===== src/eil_defs.svh =====
// Register map, field positions and fixed values of the external interrupt latch
`ifndef EIL_DEFS_SVH
`define EIL_DEFS_SVH

// Bus widths
`define EIL_ADDR_W          8
`define EIL_DATA_W          8

// Register offsets
`define EIL_REG_STATUS_CTRL 8'h1E
`define EIL_REG_EVENT_STAT  8'h20
`define EIL_REG_EVENT_MASK  8'h21

// Status/control field positions
`define EIL_BIT_PENDING     3
`define EIL_BIT_ACK         2
`define EIL_BIT_MASK        1
`define EIL_BIT_MODE        0

// Event bits of the sticky status and mask registers
`define EIL_EVENT_W         2
`define EIL_EV_LATCHED      0
`define EIL_EV_ACK_BLOCKED  1

// Reset values
`define EIL_EVENT_RESET     2'h0
`define EIL_DATA_ZERO       8'h00

// Vector locations of this interrupt, high byte first
`define EIL_VECTOR_HI_ADDR  16'hFFFA
`define EIL_VECTOR_LO_ADDR  16'hFFFB

`endif


===== src/eil_pkg.sv =====
// Types shared by the external interrupt latch
package eil_pkg;

  // One register bus request from the processor
  typedef struct packed {
    logic [7:0] addr;
    logic [7:0] wdata;
    logic       wr;
    logic       rd;
  } reg_bus_s;

  // Sensitivity of the pin
  typedef enum logic [1:0] {
    SENSE_EDGE  = 2'h1,
    SENSE_LEVEL = 2'h2
  } sense_e;

endpackage : eil_pkg


===== src/external_interrupt_latch.sv =====
// External interrupt latch with status/control register and sticky event interrupt
//
// Functional notes
// - Falling pin edge sets the latch always
// - Vector fetch acknowledges and clears the latch
// - Software ack write clears like vector fetch
// - Reset clears latch and sensitivity bit
// - Edge mode: request held until acknowledge
// - Level mode: clear needs ack and pin high
// - Edge mode: acknowledge clears regardless of pin
// - Later falling edge after ack latches again
// - Mask bit withholds request from priority logic
// - Pending flag reads latch state, read-only
// - Pending flag ignores the mask bit
// - Ack bit write-only, reads zero, reset clears
// - Taken request vectors through FFFA and FFFB
// - Break with clear enable: software ack clears
// - Break without clear enable: ack ignored
//
// The plain strobed port is this design's own decision.

`include "eil_defs.svh"

module external_interrupt_latch
  import eil_pkg::*;
(
  input  wire logic                      sys_clk,
  input  wire logic                      reset_n,
  input  wire logic                      irq_pin_n,
  input  wire logic                      vector_fetch,
  input  wire logic                      break_state,
  input  wire logic                      break_clear_enable,
  input  wire reg_bus_s                  bus,
  output logic [`EIL_DATA_W-1:0]         rd_data,
  output logic                           request_out,
  output logic [15:0]                    vector_addr,
  output logic                           pin_level,
  output logic                           irq_out
);

  ////////////////////////////////////////////////////////////////////////////
  // Reset release and pin synchroniser

  logic                     rst_meta;
  logic                     rst_sync;
  logic                     pin_meta;
  logic                     pin_sync;
  logic                     pin_prev;

  // Reset asserts at once and releases two edges later
  always_ff @(posedge sys_clk or negedge reset_n) begin
    if (!reset_n) begin
      rst_meta <= 1'b0;
      rst_sync <= 1'b0;
    end else begin
      rst_meta <= 1'b1;
      rst_sync <= rst_meta;
    end
  end

  // The pin is asynchronous; only pin_sync and pin_prev are looked at by logic
  always_ff @(posedge sys_clk or negedge rst_sync) begin
    if (!rst_sync) begin
      pin_meta <= 1'b1;
      pin_sync <= 1'b1;
      pin_prev <= 1'b1;
    end else begin
      pin_meta <= irq_pin_n;
      pin_sync <= pin_meta;
      pin_prev <= pin_sync;
    end
  end

  ////////////////////////////////////////////////////////////////////////////
  // Register bus decode

  logic                     hit_ctrl;
  logic                     hit_ev_stat;
  logic                     hit_ev_mask;
  logic                     wr_ctrl;
  logic                     wr_ack;
  logic                     sw_ack;
  logic                     ack_blocked;

  assign hit_ctrl    = (bus.addr == `EIL_REG_STATUS_CTRL);
  assign hit_ev_stat = (bus.addr == `EIL_REG_EVENT_STAT);
  assign hit_ev_mask = (bus.addr == `EIL_REG_EVENT_MASK);
  assign wr_ctrl     = bus.wr & hit_ctrl;
  assign wr_ack      = wr_ctrl & bus.wdata[`EIL_BIT_ACK];

  // In break, the latch is protected from a software ack unless the clear enable is set
  assign sw_ack      = wr_ack & (~break_state | break_clear_enable);
  assign ack_blocked = wr_ack & break_state & ~break_clear_enable;

  ////////////////////////////////////////////////////////////////////////////
  // Control bits

  logic                     mask_bit;
  sense_e                   sense;
  logic                     level_mode;
  logic                     next_mask;

  assign level_mode = (sense == SENSE_LEVEL);

  // Mask as it stands after this edge, so request_out drops with the bit
  assign next_mask  = wr_ctrl ? bus.wdata[`EIL_BIT_MASK] : mask_bit;

  // Mask and sensitivity are plain read/write bits, cleared by reset
  always_ff @(posedge sys_clk or negedge rst_sync) begin
    if (!rst_sync) begin
      mask_bit <= 1'b0;
      sense    <= SENSE_EDGE;
    end else if (wr_ctrl) begin
      mask_bit <= bus.wdata[`EIL_BIT_MASK];
      sense    <= bus.wdata[`EIL_BIT_MODE] ? SENSE_LEVEL : SENSE_EDGE;
    end
  end

  ////////////////////////////////////////////////////////////////////////////
  // Interrupt latch

  logic                     fall_now;
  logic                     ack_now;
  logic                     latch;
  logic                     acked;
  logic                     next_latch;
  logic                     next_acked;

  assign fall_now = pin_prev & ~pin_sync;
  assign ack_now  = vector_fetch | sw_ack;

  // A new edge always wins over an acknowledge in the same cycle, so no
  // request is lost; in level mode the acknowledge is remembered until the
  // pin returns high, in whichever order the two happen.
  always_comb begin
    next_latch = latch;
    next_acked = acked;
    if (fall_now) begin
      next_latch = 1'b1;
      next_acked = 1'b0;
    end else if (level_mode) begin
      if (ack_now) begin
        next_acked = 1'b1;
      end
      if ((ack_now | acked) && pin_sync) begin
        next_latch = 1'b0;
        next_acked = 1'b0;
      end else if (!pin_sync && !acked && !ack_now) begin
        next_latch = 1'b1;
      end
    end else begin
      next_acked = 1'b0;
      if (ack_now) begin
        next_latch = 1'b0;
      end
    end
  end

  // Reset drops the request even if the pin is still low
  always_ff @(posedge sys_clk or negedge rst_sync) begin
    if (!rst_sync) begin
      latch <= 1'b0;
      acked <= 1'b0;
    end else begin
      latch <= next_latch;
      acked <= next_acked;
    end
  end

  ////////////////////////////////////////////////////////////////////////////
  // Outputs to the processor

  // Masked request to priority logic; vector points at the high byte
  always_ff @(posedge sys_clk or negedge rst_sync) begin
    if (!rst_sync) begin
      request_out <= 1'b0;
      vector_addr <= `EIL_VECTOR_HI_ADDR;
      pin_level   <= 1'b1;
    end else begin
      request_out <= next_latch & ~next_mask;
      vector_addr <= `EIL_VECTOR_HI_ADDR;
      pin_level   <= pin_sync;
    end
  end

  ////////////////////////////////////////////////////////////////////////////
  // Sticky events and interrupt output

  logic [`EIL_EVENT_W-1:0]  ev_stat;
  logic [`EIL_EVENT_W-1:0]  ev_mask;
  logic [`EIL_EVENT_W-1:0]  ev_set;
  logic [`EIL_EVENT_W-1:0]  ev_clr;
  logic [`EIL_EVENT_W-1:0]  next_ev_stat;
  logic [`EIL_EVENT_W-1:0]  next_ev_mask;

  assign ev_set = {ack_blocked, fall_now};
  assign ev_clr = (bus.wr & hit_ev_stat) ? bus.wdata[`EIL_EVENT_W-1:0] : `EIL_EVENT_RESET;

  // Set beats write-one-to-clear so an event in the clearing cycle survives
  assign next_ev_stat = (ev_stat & ~ev_clr) | ev_set;
  assign next_ev_mask = (bus.wr && hit_ev_mask) ? bus.wdata[`EIL_EVENT_W-1:0] : ev_mask;

  always_ff @(posedge sys_clk or negedge rst_sync) begin
    if (!rst_sync) begin
      ev_stat <= `EIL_EVENT_RESET;
    end else begin
      ev_stat <= next_ev_stat;
    end
  end

  always_ff @(posedge sys_clk or negedge rst_sync) begin
    if (!rst_sync) begin
      ev_mask <= `EIL_EVENT_RESET;
    end else if (bus.wr && hit_ev_mask) begin
      ev_mask <= bus.wdata[`EIL_EVENT_W-1:0];
    end
  end

  // Level output; a mask bit of 1 enables its event here
  always_ff @(posedge sys_clk or negedge rst_sync) begin
    if (!rst_sync) begin
      irq_out <= 1'b0;
    end else begin
      irq_out <= |(next_ev_stat & next_ev_mask);
    end
  end

  ////////////////////////////////////////////////////////////////////////////
  // Read data, valid only in the cycle after the read strobe

  logic [`EIL_DATA_W-1:0]   next_rd_data;

  // Pending flag shows the latch whatever the mask; ack reads as zero
  always_comb begin
    next_rd_data = `EIL_DATA_ZERO;
    if (bus.rd) begin
      if (hit_ctrl) begin
        next_rd_data[`EIL_BIT_PENDING] = latch;
        next_rd_data[`EIL_BIT_ACK]     = 1'b0;
        next_rd_data[`EIL_BIT_MASK]    = mask_bit;
        next_rd_data[`EIL_BIT_MODE]    = level_mode;
      end else if (hit_ev_stat) begin
        next_rd_data[`EIL_EVENT_W-1:0] = ev_stat;
      end else if (hit_ev_mask) begin
        next_rd_data[`EIL_EVENT_W-1:0] = ev_mask;
      end
    end
  end

  always_ff @(posedge sys_clk or negedge rst_sync) begin
    if (!rst_sync) begin
      rd_data <= `EIL_DATA_ZERO;
    end else begin
      rd_data <= next_rd_data;
    end
  end

  ////////////////////////////////////////////////////////////////////////////
  // Assertions

  // A falling edge latches the request on the next edge
  property p_edge_sets;
    @(posedge sys_clk) disable iff (!rst_sync)
      fall_now |=> latch;
  endproperty
  a_edge_sets: assert property (p_edge_sets)
    else $error("falling edge did not set the latch");

  // Vector fetch in edge mode clears the latch
  property p_fetch_clears;
    @(posedge sys_clk) disable iff (!rst_sync)
      (vector_fetch && !level_mode && !fall_now) |=> !latch;
  endproperty
  a_fetch_clears: assert property (p_fetch_clears)
    else $error("vector fetch did not clear the latch");

  // Accepted software ack in edge mode clears even with pin low
  property p_sw_ack_clears;
    @(posedge sys_clk) disable iff (!rst_sync)
      (wr_ack && !break_state && !level_mode && !fall_now) |=> !latch;
  endproperty
  a_sw_ack_clears: assert property (p_sw_ack_clears)
    else $error("software ack did not clear the latch");

  // Edge mode request holds with no acknowledge
  property p_edge_holds;
    @(posedge sys_clk) disable iff (!rst_sync)
      (latch && !level_mode && !vector_fetch && !wr_ctrl) |=> latch;
  endproperty
  a_edge_holds: assert property (p_edge_holds)
    else $error("edge mode request dropped without acknowledge");

  // Level mode: request stays pending while the pin is low
  property p_level_low_holds;
    @(posedge sys_clk) disable iff (!rst_sync)
      (latch && level_mode && !pin_sync && !wr_ctrl) |=> latch;
  endproperty
  a_level_low_holds: assert property (p_level_low_holds)
    else $error("level request cleared while pin low");

  // Level mode: a remembered or fresh ack with the pin high clears
  property p_level_release;
    @(posedge sys_clk) disable iff (!rst_sync)
      (level_mode && (acked || ack_now) && pin_sync) |=>
      !latch;
  endproperty
  a_level_release: assert property (p_level_release)
    else $error("level request not cleared after ack and pin high");

  // An edge after an ack write latches a new request
  property p_edge_after_ack;
    @(posedge sys_clk) disable iff (!rst_sync)
      wr_ack ##[1:8] fall_now |=> latch;
  endproperty
  a_edge_after_ack: assert property (p_edge_after_ack)
    else $error("edge after ack was lost");

  // Request reaches priority logic exactly when latched and unmasked
  property p_mask_withholds;
    @(posedge sys_clk) disable iff (!rst_sync)
      request_out == (latch && !mask_bit);
  endproperty
  a_mask_withholds: assert property (p_mask_withholds)
    else $error("request out of step with latch and mask");

  // Pending flag reads the latch, unmasked or not
  property p_pending_reads;
    @(posedge sys_clk) disable iff (!rst_sync)
      (bus.rd && hit_ctrl) |=> rd_data[`EIL_BIT_PENDING] == $past(latch);
  endproperty
  a_pending_reads: assert property (p_pending_reads)
    else $error("pending flag does not match latch");

  // Ack bit always reads back zero
  property p_ack_reads_zero;
    @(posedge sys_clk) disable iff (!rst_sync)
      (bus.rd && hit_ctrl) |=> !rd_data[`EIL_BIT_ACK];
  endproperty
  a_ack_reads_zero: assert property (p_ack_reads_zero)
    else $error("ack bit read back as one");

  // Mask written is read back on a following read
  property p_mask_rw;
    @(posedge sys_clk) disable iff (!rst_sync)
      wr_ctrl ##1 (bus.rd && hit_ctrl && !wr_ctrl)
        |=> rd_data[`EIL_BIT_MASK] == $past(bus.wdata[`EIL_BIT_MASK], 2);
  endproperty
  a_mask_rw: assert property (p_mask_rw)
    else $error("mask bit not read back as written");

  // Vector output always names the high byte location
  property p_vector;
    @(posedge sys_clk) disable iff (!rst_sync)
      vector_fetch |-> vector_addr == `EIL_VECTOR_HI_ADDR;
  endproperty
  a_vector: assert property (p_vector)
    else $error("wrong vector location");

  // Break with clear enable: edge-mode ack write clears the latch on the next edge
  property p_break_clear;
    @(posedge sys_clk) disable iff (!rst_sync)
      (wr_ack && break_state && break_clear_enable && !level_mode && !fall_now)
        |=> !latch;
  endproperty
  a_break_clear: assert property (p_break_clear)
    else $error("ack in break with clear enable did not clear");

  // Break without clear enable: ack write leaves the latch alone
  property p_break_protect;
    @(posedge sys_clk) disable iff (!rst_sync)
      (wr_ack && break_state && !break_clear_enable && latch && !vector_fetch)
        |=> latch;
  endproperty
  a_break_protect: assert property (p_break_protect)
    else $error("protected latch cleared during break");

  // Pin level output follows the synchronised pin one edge later, three edges behind the wire
  property p_pin_level;
    @(posedge sys_clk) disable iff (!rst_sync)
      ##1 pin_level == $past(pin_sync);
  endproperty
  a_pin_level: assert property (p_pin_level)
    else $error("pin level output out of step");

  // Interrupt output rises after an unmasked latch event
  property p_irq_event;
    @(posedge sys_clk) disable iff (!rst_sync)
      (fall_now && ev_mask[`EIL_EV_LATCHED]) |=> irq_out;
  endproperty
  a_irq_event: assert property (p_irq_event)
    else $error("unmasked event did not raise the interrupt");

endmodule : external_interrupt_latch


===== config.mk =====
export PLATFORM = sky130hd
export DESIGN_NAME = external_interrupt_latch
export DESIGN_NICKNAME = d
export VERILOG_FILES = /design/src/eil_pkg.sv /design/src/external_interrupt_latch.sv
export VERILOG_INCLUDE_DIRS = /design/src
export SDC_FILE = /design/constraint.sdc
export NUM_CORES = 1
export LEC_CHECK = 0
export BUFFER_PORTS_ARGS = -buffer_cell sky130_fd_sc_hd__buf_2
export CORE_ASPECT_RATIO = 1.4
export CORE_MARGIN = 2
export CORE_UTILIZATION = 44
export CTS_CLUSTER_DIAMETER = 50
export DETAILED_ROUTE_END_ITERATION = 12
export PLACE_DENSITY = 0.78
export SLEW_MARGIN = 20
export SYNTH_ARGS = -nofsm -noshare
export SYNTH_HDL_FRONTEND = slang
export SYNTH_SLANG_ARGS = --single-unit
export TNS_END_PERCENT = 5

===== constraint.sdc =====
create_clock -name sys_clk -period 0.8 [get_ports sys_clk]
set_input_delay 0.04 -clock sys_clk [delete_from_list [all_inputs] [get_ports sys_clk]]
set_output_delay 0.04 -clock sys_clk [all_outputs]
set_load 0.05 [all_outputs]

# After elaboration in Yosys (flattened, before gate mapping)
# Cells that the tools add are included.
classes:
  eq_ne: 5
  mux: 18
  n_bitwise: 19
  reduce_logical: 8
op_table:
  columns: ["cell", "n"]
  rows:
  - ["$eq 8x6->1 const B", 2]
  - ["$mux 2", 7]
  - ["$mux 1", 10]
  - ["$and 1x1->1", 8]
  - ["$eq 8x5->1 const B", 1]
  - ["$and 2x2->2", 2]
  - ["$logic_and 1x1->1", 4]
  - ["$mux 4", 1]
  - ["$ne 4x1->1 const B", 1]
  - ["$not 1->1", 4]
  - ["$logic_not 1->1", 3]
  - ["$or 1x1->1", 3]
  - ["$eq 2x2->1 const B", 1]
  - ["$not 2->2", 1]
  - ["$or 2x2->2", 1]
  - ["$reduce_or 2->1", 1]
totals:
  reg_bits: 20
  inputBits: 24
  elab_cells: 64

# Logic depth before layout (Yosys ltp)
depth:
  ltp_word: 12
  mapped_depth: 4

# Worst setup path after synthesis
# No wires, ideal clock.
synth_path:
  kind: "in2reg"
  startpoint: "input port bus[17] (netlist name)"
  endpoint: "register irq_out"
  setup_time_ps: 121
  arrival_ps: 1515
  setup_slack_ps: -836
  path_stages: 4
  path_cell_list: "or4_4 -> or4_4 -> a221o_1 -> a22o_1"
synth_between:
  elab_chain_cells: 8
  word_cells_on_any_way: 16
synth_lines:
  columns: ["item", "line_no", "source"]
  rows:
  - ["from (decl)", "external_interrupt_latch.sv:33", "input wire reg_bus_s bus,"]
  - ["$eq 8x5->1 (no source line) or $eq 8x6->1 (tied branches)", null, null]
  - ["$and 1x1->1, on equally long branches", "external_interrupt_latch.sv:88, external_interrupt_latch.sv:197", null]
  - ["$and 1x1->1 or $mux 2 (tied branches)", null, null]
  - ["$and 1x1->1 or $not 2->2 (tied branches)", "external_interrupt_latch.sv:93, external_interrupt_latch.sv:200", null]
  - ["$and 1x1->1 or $and 2x2->2 (tied branches)", "external_interrupt_latch.sv:93, external_interrupt_latch.sv:200", null]
  - ["$or 2x2->2 (*)", "external_interrupt_latch.sv:200", "assign next_ev_stat = (ev_stat & ~ev_clr) | ev_set;"]
  - ["via next_ev_stat[1]", "external_interrupt_latch.sv:193", "logic [`EIL_EVENT_W-1:0] next_ev_stat;"]
  - ["$and 2x2->2 (*)", "external_interrupt_latch.sv:224", "irq_out <= |(next_ev_stat & next_ev_mask);"]
  - ["$reduce_or 2->1 (*)", "external_interrupt_latch.sv:224", null]
  - ["to (signal assigned)", "external_interrupt_latch.sv:224", null]
  - ["to (decl)", "external_interrupt_latch.sv:38", "output logic irq_out"]
# Mark *: on every way through the listed nets, which the timed path passes. The rest lies on a longest branch.
# A chain may end at the register's enable or synchronous reset.

# Worst setup path in the final report
# Ends and elaborated chain as after synthesis.

==> run metrics <==
sum of routed wire segments on met1=665 um; critical path peak fanout=3; x dimension of the die=43.7 um; Vias/cell=4.83; Total Wirelength=2.01 mm; number of instances in the synthesized netlist=87; critical path's slowest cell=sky130_fd_sc_hd__or4_4; most frequent cells after synthesis=sky130_fd_sc_hd__buf_4 (21), sky130_fd_sc_hd__dfrtp_1 (15); Area Overhead vs Synth=35.9%; fraction of power consumed by sequential logic=50.9%; category of cells accounting for the largest share of critical-path delay=simple AND/OR/NAND/NOR gates; signal arrival time at the worst endpoint=1650 ps; Pwr per Cell Area=1540 nW/um^2; relative contribution of the clock network to total power=22.9%; antenna diode count=0; largest clock skew in the final design=14.1 ps; met2 wire length=1.25 mm; overflow left after global routing=0; HPWL after detailed placement=1.59 mm; number of H-tree levels=1; initial core utilization=45.7%; CTS Buffer Depth=2; global-route usage over all layers=17.3%; count of max-cap constraint violations=0; final-layout fill cell count=177; number of clock sinks seen by CTS=19; vias after detailed routing=758; RSZ-0062 raised after global routing=yes; mean cell area of the mapped netlist=11.2 sq um; top routing layer in use=met4; final setup fails=20; net count reported at finish=160; portion of synthesized cell area occupied by the leading cell type=38.6%; fraction of synthesis flops using an asynchronous set or reset pin=100%; Bufs and invs on worst path=1; most area-hungry cell type in the Yosys netlist=sky130_fd_sc_hd__dfrtp_1; DIE AREA=2610 sq um; clock latency of the later-clocked register in the worst-skew pair=290 ps; sequence of cells on the critical path=buf_6 > or4_4 > or4_4 > a221o_1 > a22o_1; antenna violations before repair=0; number of CTS-inserted buffers=3; most area-consuming cells after synthesis=sky130_fd_sc_hd__dfrtp_1 (39%), sky130_fd_sc_hd__buf_4 (16%), sky130_fd_sc_hd__dfstp_2 (11%); remaining antenna violation count=0; largest net degree at the start of global routing=12; Worst Hold Launch=vector_fetch; number of instances on the worst hold path=2; slack of the worst reg-to-reg path=-460 ps; Layout Cells excl Fill=157; proportion of total power due to net switching=32.5%; period utilization=184%; core area=2130 sq um; type of origin of the critical path=input pin; total number of yosys warnings=0; Routed met3 length=68 um; maximum resistive drop on vdd=1270 uV; final worst path period need=1470 ps; wire length of the first global-routing pass=3.28 mm; violations in the final reports=setup timing; root cell of the clock tree=sky130_fd_sc_hd__clkbuf_4; class of the worst hold path=in -> reg; stage delay of the slowest cell on the critical path=540 ps; CTS tree=yes; via count of the first global-routing pass=791; outcome=finished with violations; Final Slew Violations=0; path type of the worst setup path=in -> reg; number of flops mapped to enable cells by yosys=0; synthesized cell area=972 sq um; Reg2Reg Capture Point=latch$_DFF_PN0_; count of routing violations after the opening detailed-route iteration=15; data required time at the worst endpoint=980 ps; num rows=20; # IOs=51; R2R depth=4; Int Pwr=1370 uW; switching pwr=660 uW; count of TritonRoute iterations in the first routing pass=4; number of remaining DRC errors=0; final hold violation count=0; total instance count after detailed placement=149; I/O Buffers=24; Final WS setup=-674 ps; setup slack after placement=-974 ps; most numerous cell in the Yosys netlist=sky130_fd_sc_hd__buf_4; R2R Path Start=sense[0]$_DFFE_PN1N_; die height=59.6 um; detailed-route wire length per cell=12.8 um; number of distinct library cell variants in the gate-level netlist after synthesis=31; cell repeated most along the worst path=sky130_fd_sc_hd__or4_4; flip-flop and latch count after synthesis=19; leakage power=0.000663 uW; Worst Hold Path EP=acked$_DFFE_PN0P_; clock-pin slew on the worst setup and hold paths=110 ps; logic gate share of total power=26.2%; layout cells sized above 1=48.9%; most used flip-flop cell after synthesis=sky130_fd_sc_hd__dfrtp_1; top achievable clock speed=0.679 GHz; Final GP Congestion=0.813; crit path capture type=register; sequential-to-total area share from yosys stat=49.4%
==> layout make-up <==
cell class                 count  area, sq um  share of cell area [%]
multi-input combinational     64          437                    33.0
sequential                    19          480                    36.4
clock buffer                   4         26.3                    1.99
tap                           22         27.5                    2.08
timing repair buffer          45          339                    25.7
inverter                       3         11.3                   0.852
==> how the worst max path moves through the flow <==
stage,slack (ps),endpoint,cells after the start,from
after floorplan,-800,irq_out$_DFF_PN0_,4,bus[17]
after global placement,-940,irq_out$_DFF_PN0_,5,bus[17]
after detailed placement,-970,irq_out$_DFF_PN0_,5,bus[17]
after CTS,-640,irq_out$_DFF_PN0_,5,bus[17]
after global routing,-660,irq_out$_DFF_PN0_,5,bus[17]
final,-670,irq_out$_DFF_PN0_,5,bus[17]
==> metrics by stage <==
| step | instance area [sq um] | power [uW] | utilization (%) | setup TNS, ps | hold WS [ps] |
|---|---|---|---|---|---|
| after detailed placement | 1160 | 1530 | 54.8 | -8080 | -171 |
| after global routing | 1320 | 2130 | 62.1 | -5500 | 13.7 |
| after floorplan | 1050 | 1460 | - | -5050 | -256 |
| after global placement | 1160 | 1520 | 54.8 | -7660 | -175 |
| after CTS | 1310 | 2050 | 61.6 | -4860 | 17.1 |
| final | 1320 | 2030 | 62.1 | -4940 | 39.6 |
==> cell families (layout without fill, tap and decap cells) <==
family,after synthesis,in the layout,synth area share [%]
AOI/OAI and AO/OA,12,12,9.52
buffers and inverters,24,52,17.4
DFF,19,19,49.4
muxes,5,5,5.79
other,2,22,0.772
and+or+nand+nor,25,25,17.1
==> per-layer routing <==
metal  GRT usage (%)  up-vias
met5               0        -
met4            9.52        0
met3            2.74        4
met2            33.2       22
met1            17.0      377
li1                -      355
==> power by group through the flow <==
stage | Sequential, uW | Combinational, uW | Clock (uW)
after floorplan | 1100 | 365 | 0
after global placement | 1040 | 474 | 0
after detailed placement | 1050 | 483 | 0
after CTS | 1030 | 528 | 487
after global routing | 1040 | 563 | 529
final | 1030 | 532 | 467
==> state kept, by name, summed over array words and instances, names as in the netlist <==
| name | count |
|---|---|
| ev_stat | 2 |
| irq_out | 1 |
| rst_meta | 1 |
| sense | 2 |
| ev_mask | 2 |
| rst_sync | 1 |
| latch | 1 |
| pin_sync | 1 |
| acked | 1 |
| rd_data | 3 |
| mask_bit | 1 |
| pin_meta | 1 |
| pin_level | 1 |
| request_out | 1 |
==> timing repair <==
item,4_1_cts,5_1_grt
endpoints found under the setup margin,20,20
setup buffers,0,0
hold buffers,4,0
pin swaps,2,1
resized for setup,21,3
endpoints found under the hold margin,5,0
==> placed cells by master (no fill, tap or decap), types with 3 or more instances in the layout <==
| cell type | instances |
|---|---|
| sky130_fd_sc_hd__dlygate4sd3_1 | 4 |
| sky130_fd_sc_hd__nand2_1 | 4 |
| sky130_fd_sc_hd__buf_4 | 16 |
| sky130_fd_sc_hd__inv_1 | 3 |
| sky130_fd_sc_hd__dfrtp_1 | 15 |
| sky130_fd_sc_hd__nor2b_1 | 3 |
| sky130_fd_sc_hd__buf_2 | 17 |
| sky130_fd_sc_hd__mux2_2 | 3 |
| sky130_fd_sc_hd__clkbuf_4 | 3 |
| sky130_fd_sc_hd__dfstp_2 | 4 |
| sky130_fd_sc_hd__buf_6 | 7 |
| sky130_fd_sc_hd__conb_1 | 22 |
No activity file was read; power rests on OpenSTA's default activity.
